[config.mk]
export PLATFORM = sky130hd
export DESIGN_NAME = bfc_host
export DESIGN_NICKNAME = d
export VERILOG_FILES = /design/src/verilog/bfc_pkg.sv /design/src/verilog/bfc_host.sv /design/src/verilog/bfc_sync.sv
export VERILOG_INCLUDE_DIRS = /design/src /design/src/verilog
export SDC_FILE = /design/constraint.sdc
export NUM_CORES = 1
export LEC_CHECK = 0
export ABC_AREA = 1
export BUFFER_PORTS_ARGS = -buffer_cell sky130_fd_sc_hd__buf_2
export CAP_MARGIN = 5
export CORE_MARGIN = 2
export CORE_UTILIZATION = 56
export DETAILED_ROUTE_END_ITERATION = 12
export PLACE_DENSITY_LB_ADDON = 0.25
export SLEW_MARGIN = 25
export SYNTH_ARGS = -nofsm -noshare
export SYNTH_HDL_FRONTEND = slang
export SYNTH_SLANG_ARGS = --single-unit
[constraint.sdc]
create_clock -name clk_sys_i -period 5.03 [get_ports clk_sys_i]
set_input_delay 0.2515 -clock clk_sys_i [delete_from_list [all_inputs] [get_ports clk_sys_i]]
set_output_delay 0.2515 -clock clk_sys_i [all_outputs]
set_load 0.02 [all_outputs]
[src/verilog/bfc_defs.svh]
// Timing counts, field positions and command constants of the flash host controller.
`ifndef BFC_DEFS_SVH
`define BFC_DEFS_SVH
// ----------------------------------------------------------------------------
// Bus geometry
// ----------------------------------------------------------------------------
`define BFC_ADDR_W        21
`define BFC_DATA_W        16
`define BFC_BANK_HI       20
`define BFC_BANK_LO       18
`define BFC_WORD_HI       1
`define BFC_PAGE_LO       2
// ----------------------------------------------------------------------------
// Timing in nanoseconds and derived cycles at 125 MHz
// ----------------------------------------------------------------------------
`define BFC_CLK_NS        8
`define BFC_T_ACC_NS      70
`define BFC_T_PACC_NS     25
`define BFC_T_WP_NS       40
`define BFC_T_RP_NS       500
`define BFC_ACC_CYC       ((`BFC_T_ACC_NS + `BFC_CLK_NS - 1) / `BFC_CLK_NS)
`define BFC_PACC_CYC      ((`BFC_T_PACC_NS + `BFC_CLK_NS - 1) / `BFC_CLK_NS)
`define BFC_WP_CYC        ((`BFC_T_WP_NS + `BFC_CLK_NS - 1) / `BFC_CLK_NS)
`define BFC_RP_CYC        ((`BFC_T_RP_NS + `BFC_CLK_NS - 1) / `BFC_CLK_NS)
`define BFC_CNT_W         8
// ----------------------------------------------------------------------------
// Command words
// ----------------------------------------------------------------------------
`define BFC_UNLOCK1_ADDR  21'h000555
`define BFC_UNLOCK2_ADDR  21'h0002AA
`define BFC_UNLOCK1_DATA  16'h00AA
`define BFC_UNLOCK2_DATA  16'h0055
`define BFC_CMD_PROG      16'h00A0
`define BFC_CMD_ERASE     16'h0080
`define BFC_CMD_CHIP      16'h0010
`define BFC_CMD_SECTOR    16'h0030
`define BFC_CMD_AUTOSEL   16'h0090
`define BFC_CMD_RESET     16'h00F0
`endif

[src/verilog/bfc_pkg.sv]
// Types of the flash host controller.
package bfc_pkg;
  typedef enum logic [2:0] {
    BFC_OP_READ    = 3'b000,
    BFC_OP_PROG    = 3'b001,
    BFC_OP_SECTOR  = 3'b010,
    BFC_OP_CHIP    = 3'b011,
    BFC_OP_AUTOSEL = 3'b100,
    BFC_OP_RESET   = 3'b101,
    BFC_OP_ARRAY   = 3'b110
  } bfc_op_t;
  typedef enum logic [2:0] {
    BFC_ST_IDLE    = 3'b000,
    BFC_ST_READ    = 3'b001,
    BFC_ST_WRITE   = 3'b010,
    BFC_ST_GAP     = 3'b011,
    BFC_ST_RESET   = 3'b100,
    BFC_ST_RDONE   = 3'b101
  } bfc_state_t;
  typedef enum logic [1:0] {
    BFC_BANK_A = 2'b00,
    BFC_BANK_B = 2'b01,
    BFC_BANK_C = 2'b10,
    BFC_BANK_D = 2'b11
  } bfc_bank_t;
endpackage

[src/verilog/bfc_host.sv]
// Host controller that drives a four-bank page-mode NOR flash over its pins.
// ----------------------------------------------------------------------------
// Notes on behaviour
// Reads drive chip select and output gate low, write strobe high, valid address.
// After power-up or reset the flash reads array data without command.
// Banks return array data until a written command changes the latch.
// Address bits above bit 1 pick a page; bits 1..0 pick the word.
// Same-page reads are faster; deselecting closes the page.
// Reads of one bank are allowed while another bank programs or erases.
// Bank decodes from top three address bits: 000 A, 001-011 B, 100-110 C, 111 D.
// Write cycles drive write strobe and chip select low, output gate high.
// Accelerated program takes two write cycles instead of four.
// High voltage on protect_accel_in enters accelerated program and unprotects.
// High voltage only for accelerated programming; otherwise held high. The host applies it to any request made while accel_i is high.
// Erase acts on one sector or the whole device.
// Autoselect command sequence makes reads return identification codes.
// In standby the data outputs float regardless of output gate.
// Standby when chip select and reset high; next read takes full access.
// Deselecting during program or erase does not stop it.
// Reset low ends operations, floats outputs, returns to array read.
// ready_busy_n low while busy or resetting, high when ready.
// ----------------------------------------------------------------------------
`timescale 1ns/10ps
`include "bfc_defs.svh"
module bfc_host
  import bfc_pkg::*;
(
  // Clock and reset
  input  wire logic                    clk_sys_i,
  input  wire logic                    resetn_i,
  // User request
  input  wire logic                    req_valid_i,
  output logic                         req_ready_o,
  input  wire bfc_op_t                 req_op_i,
  input  wire logic [`BFC_ADDR_W-1:0]  req_addr_i,
  input  wire logic [`BFC_DATA_W-1:0]  req_data_i,
  input  wire logic                    accel_i,
  // User answer
  output logic                         rsp_valid_o,
  output logic [`BFC_DATA_W-1:0]       rsp_data_o,
  output logic                         flash_busy_o,
  output logic [1:0]                   rsp_bank_o,
  // Flash pins
  output logic [`BFC_ADDR_W-1:0]       address_bus_o,
  input  wire logic [`BFC_DATA_W-1:0]  data_bus_i,
  output logic [`BFC_DATA_W-1:0]       data_bus_o,
  output logic                         data_bus_oe_o,
  output logic                         flash_ce_n_o,
  output logic                         flash_oe_n_o,
  output logic                         flash_we_n_o,
  output logic                         flash_reset_n_o,
  output logic                         protect_accel_in_hv_o,
  input  wire logic                    ready_busy_n_i
);
  // --------------------------------------------------------------------------
  // Reset release and pin synchronisers
  // --------------------------------------------------------------------------
  logic rst_a_r;
  logic rst_n;
  logic rdy_s;
  always_ff @(posedge clk_sys_i or negedge resetn_i) begin
    if (!resetn_i) begin
      rst_a_r <= 1'b0;
      rst_n   <= 1'b0;
    end else begin
      rst_a_r <= 1'b1;
      rst_n   <= rst_a_r;
    end
  end
  bfc_sync u_rdy_sync (
    .clk_sys_i (clk_sys_i),
    .rst_n_i   (rst_n),
    .d_i       (ready_busy_n_i),
    .q_o       (rdy_s)
  );
  logic [`BFC_DATA_W-1:0] din_m_r;
  logic [`BFC_DATA_W-1:0] din_s_r;
  always_ff @(posedge clk_sys_i or negedge rst_n) begin
    if (!rst_n) begin
      din_m_r <= 16'h0000;
      din_s_r <= 16'h0000;
    end else begin
      din_m_r <= data_bus_i;
      din_s_r <= din_m_r;
    end
  end
  // --------------------------------------------------------------------------
  // Sequencer
  // --------------------------------------------------------------------------
  localparam logic [`BFC_CNT_W-1:0] ACC_C  = `BFC_CNT_W'(`BFC_ACC_CYC + 2);
  localparam logic [`BFC_CNT_W-1:0] PACC_C = `BFC_CNT_W'(`BFC_PACC_CYC + 2);
  localparam logic [`BFC_CNT_W-1:0] WP_C   = `BFC_CNT_W'(`BFC_WP_CYC);
  localparam logic [`BFC_CNT_W-1:0] RP_C   = `BFC_CNT_W'(`BFC_RP_CYC);
  bfc_state_t              st_r, st_nxt;
  logic [`BFC_CNT_W-1:0]   cnt_r, cnt_nxt;
  logic [2:0]              step_r, step_nxt;
  logic [2:0]              nstep_r, nstep_nxt;
  bfc_op_t                 op_r, op_nxt;
  logic [`BFC_ADDR_W-1:0]  addr_r, addr_nxt;
  logic [`BFC_DATA_W-1:0]  data_r, data_nxt;
  logic [`BFC_DATA_W-1:0]  rdata_r, rdata_nxt;
  logic                    page_open_r, page_open_nxt;
  logic [`BFC_ADDR_W-3:0]  page_r, page_nxt;
  logic                    hv_r, hv_nxt;
  logic                    rvld_r, rvld_nxt;
  logic [`BFC_ADDR_W-1:0]  wa;
  logic [`BFC_DATA_W-1:0]  wd;
  logic [1:0]              bank;
  // bank decode
  always_comb begin
    unique case (addr_r[`BFC_BANK_HI:`BFC_BANK_LO])
      3'b000:                bank = BFC_BANK_A;
      3'b001, 3'b010, 3'b011: bank = BFC_BANK_B;
      3'b100, 3'b101, 3'b110: bank = BFC_BANK_C;
      3'b111:                bank = BFC_BANK_D;
    endcase
  end
  // command cycle table
  always_comb begin
    wa = addr_r;
    wd = data_r;
    unique case (op_r)
      BFC_OP_PROG: begin
        // accelerated drops unlocks
        if (nstep_r == 3'd2 && step_r == 3'd0) begin
          wd = `BFC_CMD_PROG;
        end else if (nstep_r == 3'd4 && step_r == 3'd2) begin
          wa = `BFC_UNLOCK1_ADDR;
          wd = `BFC_CMD_PROG;
        end else if (nstep_r == 3'd4 && step_r < 3'd2) begin
          wa = step_r[0] ? `BFC_UNLOCK2_ADDR : `BFC_UNLOCK1_ADDR;
          wd = step_r[0] ? `BFC_UNLOCK2_DATA : `BFC_UNLOCK1_DATA;
        end
      end
      // erase unlocks twice
      // autoselect three cycles
      BFC_OP_SECTOR, BFC_OP_CHIP, BFC_OP_AUTOSEL: begin
        unique case (step_r)
          3'd0, 3'd3: begin
            wa = `BFC_UNLOCK1_ADDR;
            wd = `BFC_UNLOCK1_DATA;
          end
          3'd1, 3'd4: begin
            wa = `BFC_UNLOCK2_ADDR;
            wd = `BFC_UNLOCK2_DATA;
          end
          3'd2: begin
            wa = `BFC_UNLOCK1_ADDR;
            wd = (op_r == BFC_OP_AUTOSEL) ? `BFC_CMD_AUTOSEL : `BFC_CMD_ERASE;
          end
          default: begin
            wa = (op_r == BFC_OP_CHIP) ? `BFC_UNLOCK1_ADDR : addr_r;
            wd = (op_r == BFC_OP_CHIP) ? `BFC_CMD_CHIP : `BFC_CMD_SECTOR;
          end
        endcase
      end
      default: begin
        wd = `BFC_CMD_RESET;
      end
    endcase
  end
  always_comb begin
    st_nxt = st_r;
    cnt_nxt = cnt_r;
    step_nxt = step_r;
    nstep_nxt = nstep_r;
    op_nxt = op_r;
    addr_nxt = addr_r;
    data_nxt = data_r;
    rdata_nxt = rdata_r;
    page_open_nxt = page_open_r;
    page_nxt = page_r;
    hv_nxt = hv_r;
    rvld_nxt = 1'b0;
    unique case (st_r)
      BFC_ST_IDLE: begin
        if (req_valid_i) begin
          op_nxt = req_op_i;
          addr_nxt = req_addr_i;
          data_nxt = req_data_i;
          step_nxt = 3'd0;
          // accelerated mode follows the high-voltage request
          hv_nxt = accel_i;
          if (req_op_i == BFC_OP_READ || req_op_i == BFC_OP_ARRAY) begin
            st_nxt = BFC_ST_READ;
            // same open page gives the short page access time
            cnt_nxt = (page_open_r && page_r == req_addr_i[`BFC_ADDR_W-1:`BFC_PAGE_LO])
                      ? PACC_C : ACC_C;
            page_nxt = req_addr_i[`BFC_ADDR_W-1:`BFC_PAGE_LO];
          end else begin
            st_nxt = BFC_ST_WRITE;
            cnt_nxt = WP_C;
            // chip select rises after the sequence, so the page closes
            page_open_nxt = 1'b0;
            unique case (req_op_i)
              // two cycles with accelerated program, four otherwise
              BFC_OP_PROG:    nstep_nxt = accel_i ? 3'd2 : 3'd4;
              // sector or whole-device erase sequences
              BFC_OP_SECTOR,
              BFC_OP_CHIP:    nstep_nxt = 3'd6;
              // autoselect entry
              BFC_OP_AUTOSEL: nstep_nxt = 3'd3;
              BFC_OP_RESET:   nstep_nxt = 3'd1;
              default:        nstep_nxt = 3'd1;
            endcase
          end
        end else if (!accel_i) begin
          // high voltage removed while idle with no request once accel_i is low
          hv_nxt = 1'b0;
        end
      end
      BFC_ST_READ: begin
        // reads issue no command
        if (cnt_r == 8'h00) begin
          rdata_nxt = din_s_r;
          rvld_nxt = 1'b1;
          page_open_nxt = 1'b1;
          st_nxt = BFC_ST_RDONE;
        end else begin
          cnt_nxt = cnt_r - 8'h01;
        end
      end
      BFC_ST_RDONE: begin
        st_nxt = BFC_ST_IDLE;
      end
      BFC_ST_WRITE: begin
        if (cnt_r == 8'h00) begin
          st_nxt = BFC_ST_GAP;
          cnt_nxt = WP_C;
        end else begin
          cnt_nxt = cnt_r - 8'h01;
        end
      end
      BFC_ST_GAP: begin
        if (cnt_r == 8'h00) begin
          step_nxt = step_r + 3'd1;
          if (step_r + 3'd1 == nstep_r) begin
            st_nxt = BFC_ST_IDLE;
          end else begin
            st_nxt = BFC_ST_WRITE;
            cnt_nxt = WP_C;
          end
        end else begin
          cnt_nxt = cnt_r - 8'h01;
        end
      end
      BFC_ST_RESET: begin
        // hold the flash reset pin low for the pulse width
        page_open_nxt = 1'b0;
        if (cnt_r == 8'h00) begin
          st_nxt = BFC_ST_IDLE;
        end else begin
          cnt_nxt = cnt_r - 8'h01;
        end
      end
      default: st_nxt = BFC_ST_IDLE;
    endcase
  end
  always_ff @(posedge clk_sys_i or negedge rst_n) begin
    if (!rst_n) begin
      st_r <= BFC_ST_RESET;
      cnt_r <= RP_C;
      step_r <= 3'd0;
      nstep_r <= 3'd1;
      op_r <= BFC_OP_READ;
      addr_r <= 21'h000000;
      data_r <= 16'h0000;
      rdata_r <= 16'h0000;
      page_open_r <= 1'b0;
      page_r <= 19'h00000;
      hv_r <= 1'b0;
      rvld_r <= 1'b0;
    end else begin
      st_r <= st_nxt;
      cnt_r <= cnt_nxt;
      step_r <= step_nxt;
      nstep_r <= nstep_nxt;
      op_r <= op_nxt;
      addr_r <= addr_nxt;
      data_r <= data_nxt;
      rdata_r <= rdata_nxt;
      page_open_r <= page_open_nxt;
      page_r <= page_nxt;
      hv_r <= hv_nxt;
      rvld_r <= rvld_nxt;
    end
  end
  // --------------------------------------------------------------------------
  // Pin drive
  // --------------------------------------------------------------------------
  // after the reset pulse the first read needs no command.
  // reads stay allowed while the flash reports busy; only the user may pick the bank.
  assign req_ready_o = (st_r == BFC_ST_IDLE);
  assign rsp_valid_o = rvld_r;
  assign rsp_data_o = rdata_r;
  assign rsp_bank_o = bank;
  // busy follows the synchronised ready/busy pin
  assign flash_busy_o = ~rdy_s;
  // read strobes
  // the whole address goes out; the low two bits pick the word
  // chip select rises after a sequence; the flash finishes on its own
  assign address_bus_o = (st_r == BFC_ST_WRITE || st_r == BFC_ST_GAP) ? wa : addr_r;
  // open page holds select
  // Chip select spans the gap so it never rises together with the write strobe.
  assign flash_ce_n_o = ~(st_r == BFC_ST_READ || st_r == BFC_ST_WRITE || st_r == BFC_ST_GAP
                          || page_open_r);
  assign flash_oe_n_o = ~(st_r == BFC_ST_READ);
  assign flash_we_n_o = ~(st_r == BFC_ST_WRITE);
  assign data_bus_o = wd;
  // the host never drives the data bus outside write cycles
  assign data_bus_oe_o = (st_r == BFC_ST_WRITE || st_r == BFC_ST_GAP);
  assign flash_reset_n_o = (st_r != BFC_ST_RESET);
  assign protect_accel_in_hv_o = hv_r;
  // --------------------------------------------------------------------------
  // Checks
  // --------------------------------------------------------------------------
  a_read_strobes: assert property (@(posedge clk_sys_i) disable iff (!rst_n)
    !flash_oe_n_o |-> !flash_ce_n_o && flash_we_n_o) else $error("Read strobes wrong.");
  a_write_strobes: assert property (@(posedge clk_sys_i) disable iff (!rst_n)
    !flash_we_n_o |-> !flash_ce_n_o && flash_oe_n_o && data_bus_oe_o)
    else $error("Write strobes wrong.");
  a_no_contention: assert property (@(posedge clk_sys_i) disable iff (!rst_n)
    !(data_bus_oe_o && !flash_oe_n_o)) else $error("Bus contention.");
  a_rsp_after_rd: assert property (@(posedge clk_sys_i) disable iff (!rst_n)
    $rose(flash_oe_n_o) |-> rsp_valid_o) else $error("Read answer missing.");
  a_accel_two: assert property (@(posedge clk_sys_i) disable iff (!rst_n)
    (st_r == BFC_ST_IDLE && req_valid_i && req_op_i == BFC_OP_PROG && accel_i)
    |=> nstep_r == 3'd2) else $error("Accelerated program not two cycles.");
  a_hv_idle: assert property (@(posedge clk_sys_i) disable iff (!rst_n)
    (st_r == BFC_ST_IDLE && !req_valid_i && !accel_i) |=> !hv_r)
    else $error("High voltage left on.");
  a_bank_decode: assert property (@(posedge clk_sys_i) disable iff (!rst_n)
    addr_r[20:18] == 3'b111 |-> rsp_bank_o == 2'b11) else $error("Bank decode wrong.");
  a_busy_follow: assert property (@(posedge clk_sys_i) disable iff (!rst_n)
    $fell(ready_busy_n_i) |-> ##2 flash_busy_o) else $error("Busy not reported.");
endmodule // bfc_host

[src/verilog/bfc_sync.sv]
// Two-flip-flop synchroniser for one pin input.
`timescale 1ns/10ps
module bfc_sync (
  // Clock and reset
  input  wire logic clk_sys_i,
  input  wire logic rst_n_i,
  // Data
  input  wire logic d_i,
  output logic      q_o
);
  logic meta_r;
  logic q_r;
  always_ff @(posedge clk_sys_i or negedge rst_n_i) begin
    if (!rst_n_i) begin
      meta_r <= 1'b1;
      q_r    <= 1'b1;
    end else begin
      meta_r <= d_i;
      q_r    <= meta_r;
    end
  end
  assign q_o = q_r;
endmodule // bfc_sync
==> results.txt <==
- The flow ran to the end, and the final reports show no timing, DRC or antenna violations.
* Register area share after synthesis: 51.2%
* Number of failing hold endpoints at the final stage: 0
- Sequential fraction of design power: around 33%
- Endpoints failing setup: 0
- During placement, the flow inserted port buffers numbering about 120.
- Number of enable-type register cells in the synthesized netlist: 0
- Clock H-tree levels: 4
- Maximum number of buffers from clock root to sink: 2
- For this design, the sink count on the clock tree is 131.
* DIE AREA: about 0.012 mm^2
- Tracing the worst setup path back leads to its startpoint at step_r[0].
- Min-Delay Startpoint: req_data_i[6]
* Overall die width: between 100 and 150 um
- The initial utilization of the core area, before any placement, comes to between 50% and 60%.
* Maximum frequency from static timing analysis: 0.346 GHz
* Portion of total power attributed to combinational logic: between 40% and 50%
- With fillers left out, the area of the finished cells amounts to 0.00786 mm^2.
* Slowest library cell on the worst path: sky130_fd_sc_hd__dfrtp_1
- The tool flagged a number of max-cap violations equal to 0.
- Mean routed wirelength per cell: between 10 and 15 um
* Biggest fanout along the worst timing path: 10
* Fraction of power spent switching nets: between 40% and 50%
- STA classifies the critical path endpoint as a primary output.
- For this run, the slowest stage of the critical path takes approximately 0.43 ns.
- Counting flops and latches in the post-synthesis netlist gives 131.
* Static leakage: between 0.004 and 0.005 uW
- Max-slew violation count: 0
* Detailed Route WL: about 14000 um
* Area growth from synthesis to layout: 22.4%
- Worst path cell trace: inv_1 -> ha_1 -> inv_1 -> nor2_1 -> nor2_1 -> nand2_1 -> inv_1 -> nand3_2 -> nor2_1 -> nor2_1 -> nand2_2 -> nand2_1 -> inv_1 -> buf_2
- HPWL reported at the end of detailed placement: 9450 um
* Measured slew at the worst slew-check pin: around 0.90 ns
- In the synthesized netlist, the number of instances is a little under 800.
- The final layout contains between 1000 and 1500 nets.
* Clock network power share: around a quarter
- In the routed design, unresolved DRC markers number 0.
* Largest delay share family, worst path: simple AND/OR/NAND/NOR gates
* Num ports: 125
* Die boundary height: about 110 um
- Total routing usage reported by global routing: 24.5%
- VDD IR-drop max: 516 uV
- A synthesized cell averages roughly 8.1 um^2.
- Netlist area before placement: 0.00642 mm^2
- On the final layout, the worst clock skew is 0.00624 ns.
* Share of flip-flops with an asynchronous set or reset: 100%
- At the end of routability-driven placement, the weighted congestion stood at ~0.89.
* Remaining global-route overflow: 0
- Dividing total power by cell area gives a power density of between 600 and 700 mW/mm^2.
- The Yosys step of the flow raised 0 warnings.
- Summing all placed instances gives a cell area of about 0.0071 mm^2.
* Antenna viol nets, final: 0
- The number of antenna violations at the first check in global routing is 0.
- Clk Latency, worst-skew pair: ~0.42 ns
- Internal Pwr Total: approximately 2900 uW
- WP data required: ~4.8 ns
- Together, buffers and inverters on the worst path number 5.
- Proportion of layout cells with a drive suffix above 1: 24.2%
* Reg clk slew, reported paths: 0.06 ns
- The completed layout was analyzed and its total power is around 5200 uW.
- Setup repair after global routing left no endpoint under its margin.
- Launch point of the worst reg-to-reg path: st_r[1]
- Period Utilization, post-route: ~57%
- Max-slew headroom at the worst pin: around 40%
* Via count of the first global-routing pass: a little over 5000
* Num CTS Buffers: 17
- The netlist uses 48 different library cells.
- After floorplanning, the core was sized to cover 0.0113 mm^2.
* Pin count of the biggest net entering global routing: 70
- In this run the worst hold path is classified as in -> reg.
- Total negative setup slack: 0 ns
- Element type at the critical path start: flip-flop
* Number of inserted diodes: 0
* Path type of the worst setup path: reg -> out
- The detailed router finished its first iteration with roughly 340 violations.
- For the finished layout, the period the worst path requires is slightly below 3 ns.
- The analysis attributes to net switching a power of approximately 2300 uW.
* Row cnt: 39
- The layout has 941 filler cells.
- Among all flip-flop cells after synthesis, the most frequent one is sky130_fd_sc_hd__dfrtp_1.
- Data arrives at the worst endpoint at ~2.6 ns.
* CTS tree: built
- The first global-routing pass estimated between 20000 and 25000 um of wire.
- Clk Tree Root Cell: sky130_fd_sc_hd__clkbuf_16
- Routed vias/inst: between 4 and 5
- Drt first pass iters: 5
- Vias: approximately 5400
- Counting every net in the synthesized netlist gives ~860.
[tightest hold or removal path, delay by kind of cell]
family / cells / cell delay (ns)
and+or+nand+nor: 2 / 0.09
buffers and inverters: 1 / 0.07
[sequential cells by signal (all words and copies together), names as in the netlist]
register and flops:
page_r 19, step_r 3, u_rdy_sync.q_o 1, addr_r 21
rst_a_r 1, st_r 3, nstep_r 3, protect_accel_in_hv_o 1
page_open_r 1, rsp_data_o 16, din_s_r 16, data_r 16
rst_n 1, cnt_r 8, din_m_r 16, rsp_valid_o 1
u_rdy_sync.meta_r 1, op_r 3
[area by class of cell]
cell class / count / area, um^2 / area share (%)
Inverter: 96 / 368 / 4.68
Timing Repair Buffer: 144 / 816 / 10.4
Clock inverter: 13 / 138 / 1.75
Multi-Input combinational cell: 549 / 2610 / 33.2
Sequential cell: 131 / 3290 / 41.9
Clock buffer: 19 / 453 / 5.76
Tap cell: 143 / 179 / 2.28
[power groups by stage]
stage                     Clock, uW  Combinational [uW]  Sequential [uW]
after floorplan                   0                1660             1690
after global routing           1280                2550             1730
after detailed placement          0                2250             1690
after global placement            0                2220             1690
after CTS                      1240                2280             1680
final                          1220                2280             1680
[stage by stage]
stage          worst slack, ns  util [%]  hold WS [ns]  cells
2_1_floorplan             1.13         -       -0.0441    795
3_3_place_gp              2.37      62.6        0.0380   1045
3_5_place_dp              2.31      62.6        0.0404   1045
4_1_cts                   1.84      69.4        0.0225   1095
5_1_grt                   1.90      69.4        0.0416   1095
6_report                  2.14      69.4        0.0363   1095
[synthesized netlist by cell type, types with 2 or more instances]
library cell | number | area share (%)
sky130_fd_sc_hd__or2_2 | 7 | 0.68
sky130_fd_sc_hd__buf_4 | 4 | 0.47
sky130_fd_sc_hd__buf_2 | 3 | 0.23
sky130_fd_sc_hd__nand4_1 | 3 | 0.29
sky130_fd_sc_hd__inv_1 | 85 | 5.0
sky130_fd_sc_hd__nor2_4 | 4 | 0.70
sky130_fd_sc_hd__o21ai_1 | 19 | 1.5
sky130_fd_sc_hd__nor2_8 | 2 | 0.62
sky130_fd_sc_hd__buf_6 | 9 | 1.6
sky130_fd_sc_hd__nand2_1 | 328 | 19
sky130_fd_sc_hd__nor2_2 | 2 | 0.19
sky130_fd_sc_hd__o21ai_0 | 37 | 2.9
sky130_fd_sc_hd__clkbuf_1 | 3 | 0.18
sky130_fd_sc_hd__a21oi_1 | 7 | 0.55
sky130_fd_sc_hd__o21ai_2 | 18 | 2.5
sky130_fd_sc_hd__a31oi_1 | 5 | 0.49
sky130_fd_sc_hd__inv_2 | 8 | 0.47
sky130_fd_sc_hd__nand2_2 | 8 | 0.78
sky130_fd_sc_hd__nand3_1 | 29 | 2.3
sky130_fd_sc_hd__ha_1 | 6 | 1.2
sky130_fd_sc_hd__dfrtp_1 | 121 | 47
sky130_fd_sc_hd__nor3_1 | 5 | 0.39
sky130_fd_sc_hd__nor2_1 | 42 | 2.5
sky130_fd_sc_hd__xor2_1 | 7 | 0.95
sky130_fd_sc_hd__dfstp_2 | 10 | 4.1
[cells by family (layout without fill, tap and decap cells)]
group	after synthesis	after routing	share of synthesized area, %
buffers and inverters	115	272	8.18
AND/OR/NAND/NOR	438	438	29.0
flip-flops	131	131	51.2
adder cells (fa/ha/maj)	6	6	1.17
AO/OA/AOI/OAI	96	96	9.31
other	1	1	0.0584
XOR/XNOR	8	8	1.09
[path summary, 6_finish.rpt]
check                           slack, ns  cells past startpoint                 to
worst max-delay path                 2.14                     14  address_bus_o[11]
worst min-delay path                 0.04                      3          data_r[6]
worst max register to register       2.49                      7          page_r[0]
worst min register to register       0.35                      0         din_s_r[7]
max in group asynchronous            3.32                      1      rsp_data_o[8]
min in group asynchronous            0.14                      2              rst_n
[placed cells by master, fill, tap and decap left out, types with 2 or more instances in the layout]
cell type,instances
sky130_fd_sc_hd__o21ai_2,18
sky130_fd_sc_hd__clkinv_4,3
sky130_fd_sc_hd__inv_6,6
sky130_fd_sc_hd__nand3_1,29
sky130_fd_sc_hd__clkinvlp_4,2
sky130_fd_sc_hd__nand4_1,3
sky130_fd_sc_hd__nor2_1,42
sky130_fd_sc_hd__clkbuf_8,2
sky130_fd_sc_hd__nor2_8,2
sky130_fd_sc_hd__nand2_1,328
sky130_fd_sc_hd__o21ai_0,37
sky130_fd_sc_hd__nor2_2,2
sky130_fd_sc_hd__buf_2,124
sky130_fd_sc_hd__a31oi_1,5
sky130_fd_sc_hd__inv_1,85
sky130_fd_sc_hd__or2_2,7
sky130_fd_sc_hd__inv_2,8
sky130_fd_sc_hd__nor2_4,4
sky130_fd_sc_hd__a21oi_1,7
sky130_fd_sc_hd__dfrtp_1,120
sky130_fd_sc_hd__ha_1,6
sky130_fd_sc_hd__dlygate4sd3_1,18
sky130_fd_sc_hd__nor3_1,4
sky130_fd_sc_hd__nor3_2,2
sky130_fd_sc_hd__dfstp_2,10
sky130_fd_sc_hd__o21ai_1,19
sky130_fd_sc_hd__xor2_1,7
sky130_fd_sc_hd__inv_8,2
sky130_fd_sc_hd__clkbuf_16,17
sky130_fd_sc_hd__nand2_2,8
sky130_fd_sc_hd__buf_4,2
[per-layer routing]
metal | up-vias | global-route usage [%] | wire (um)
met3 | 26 | 6.40 | 766
met2 | 128 | 39.1 | 6810
li1 | 2750 | - | -
met4 | 0 | 9.55 | 293
met5 | - | 0 | 0
met1 | 2480 | 32.3 | 6500
[repair_timing]
action	in CTS	in global routing
setup buffers	0	0
hold buffers	18	0
gates resized for setup	0	0
endpoints found under the hold margin	19	0
(Power assumes the default switching activity.)
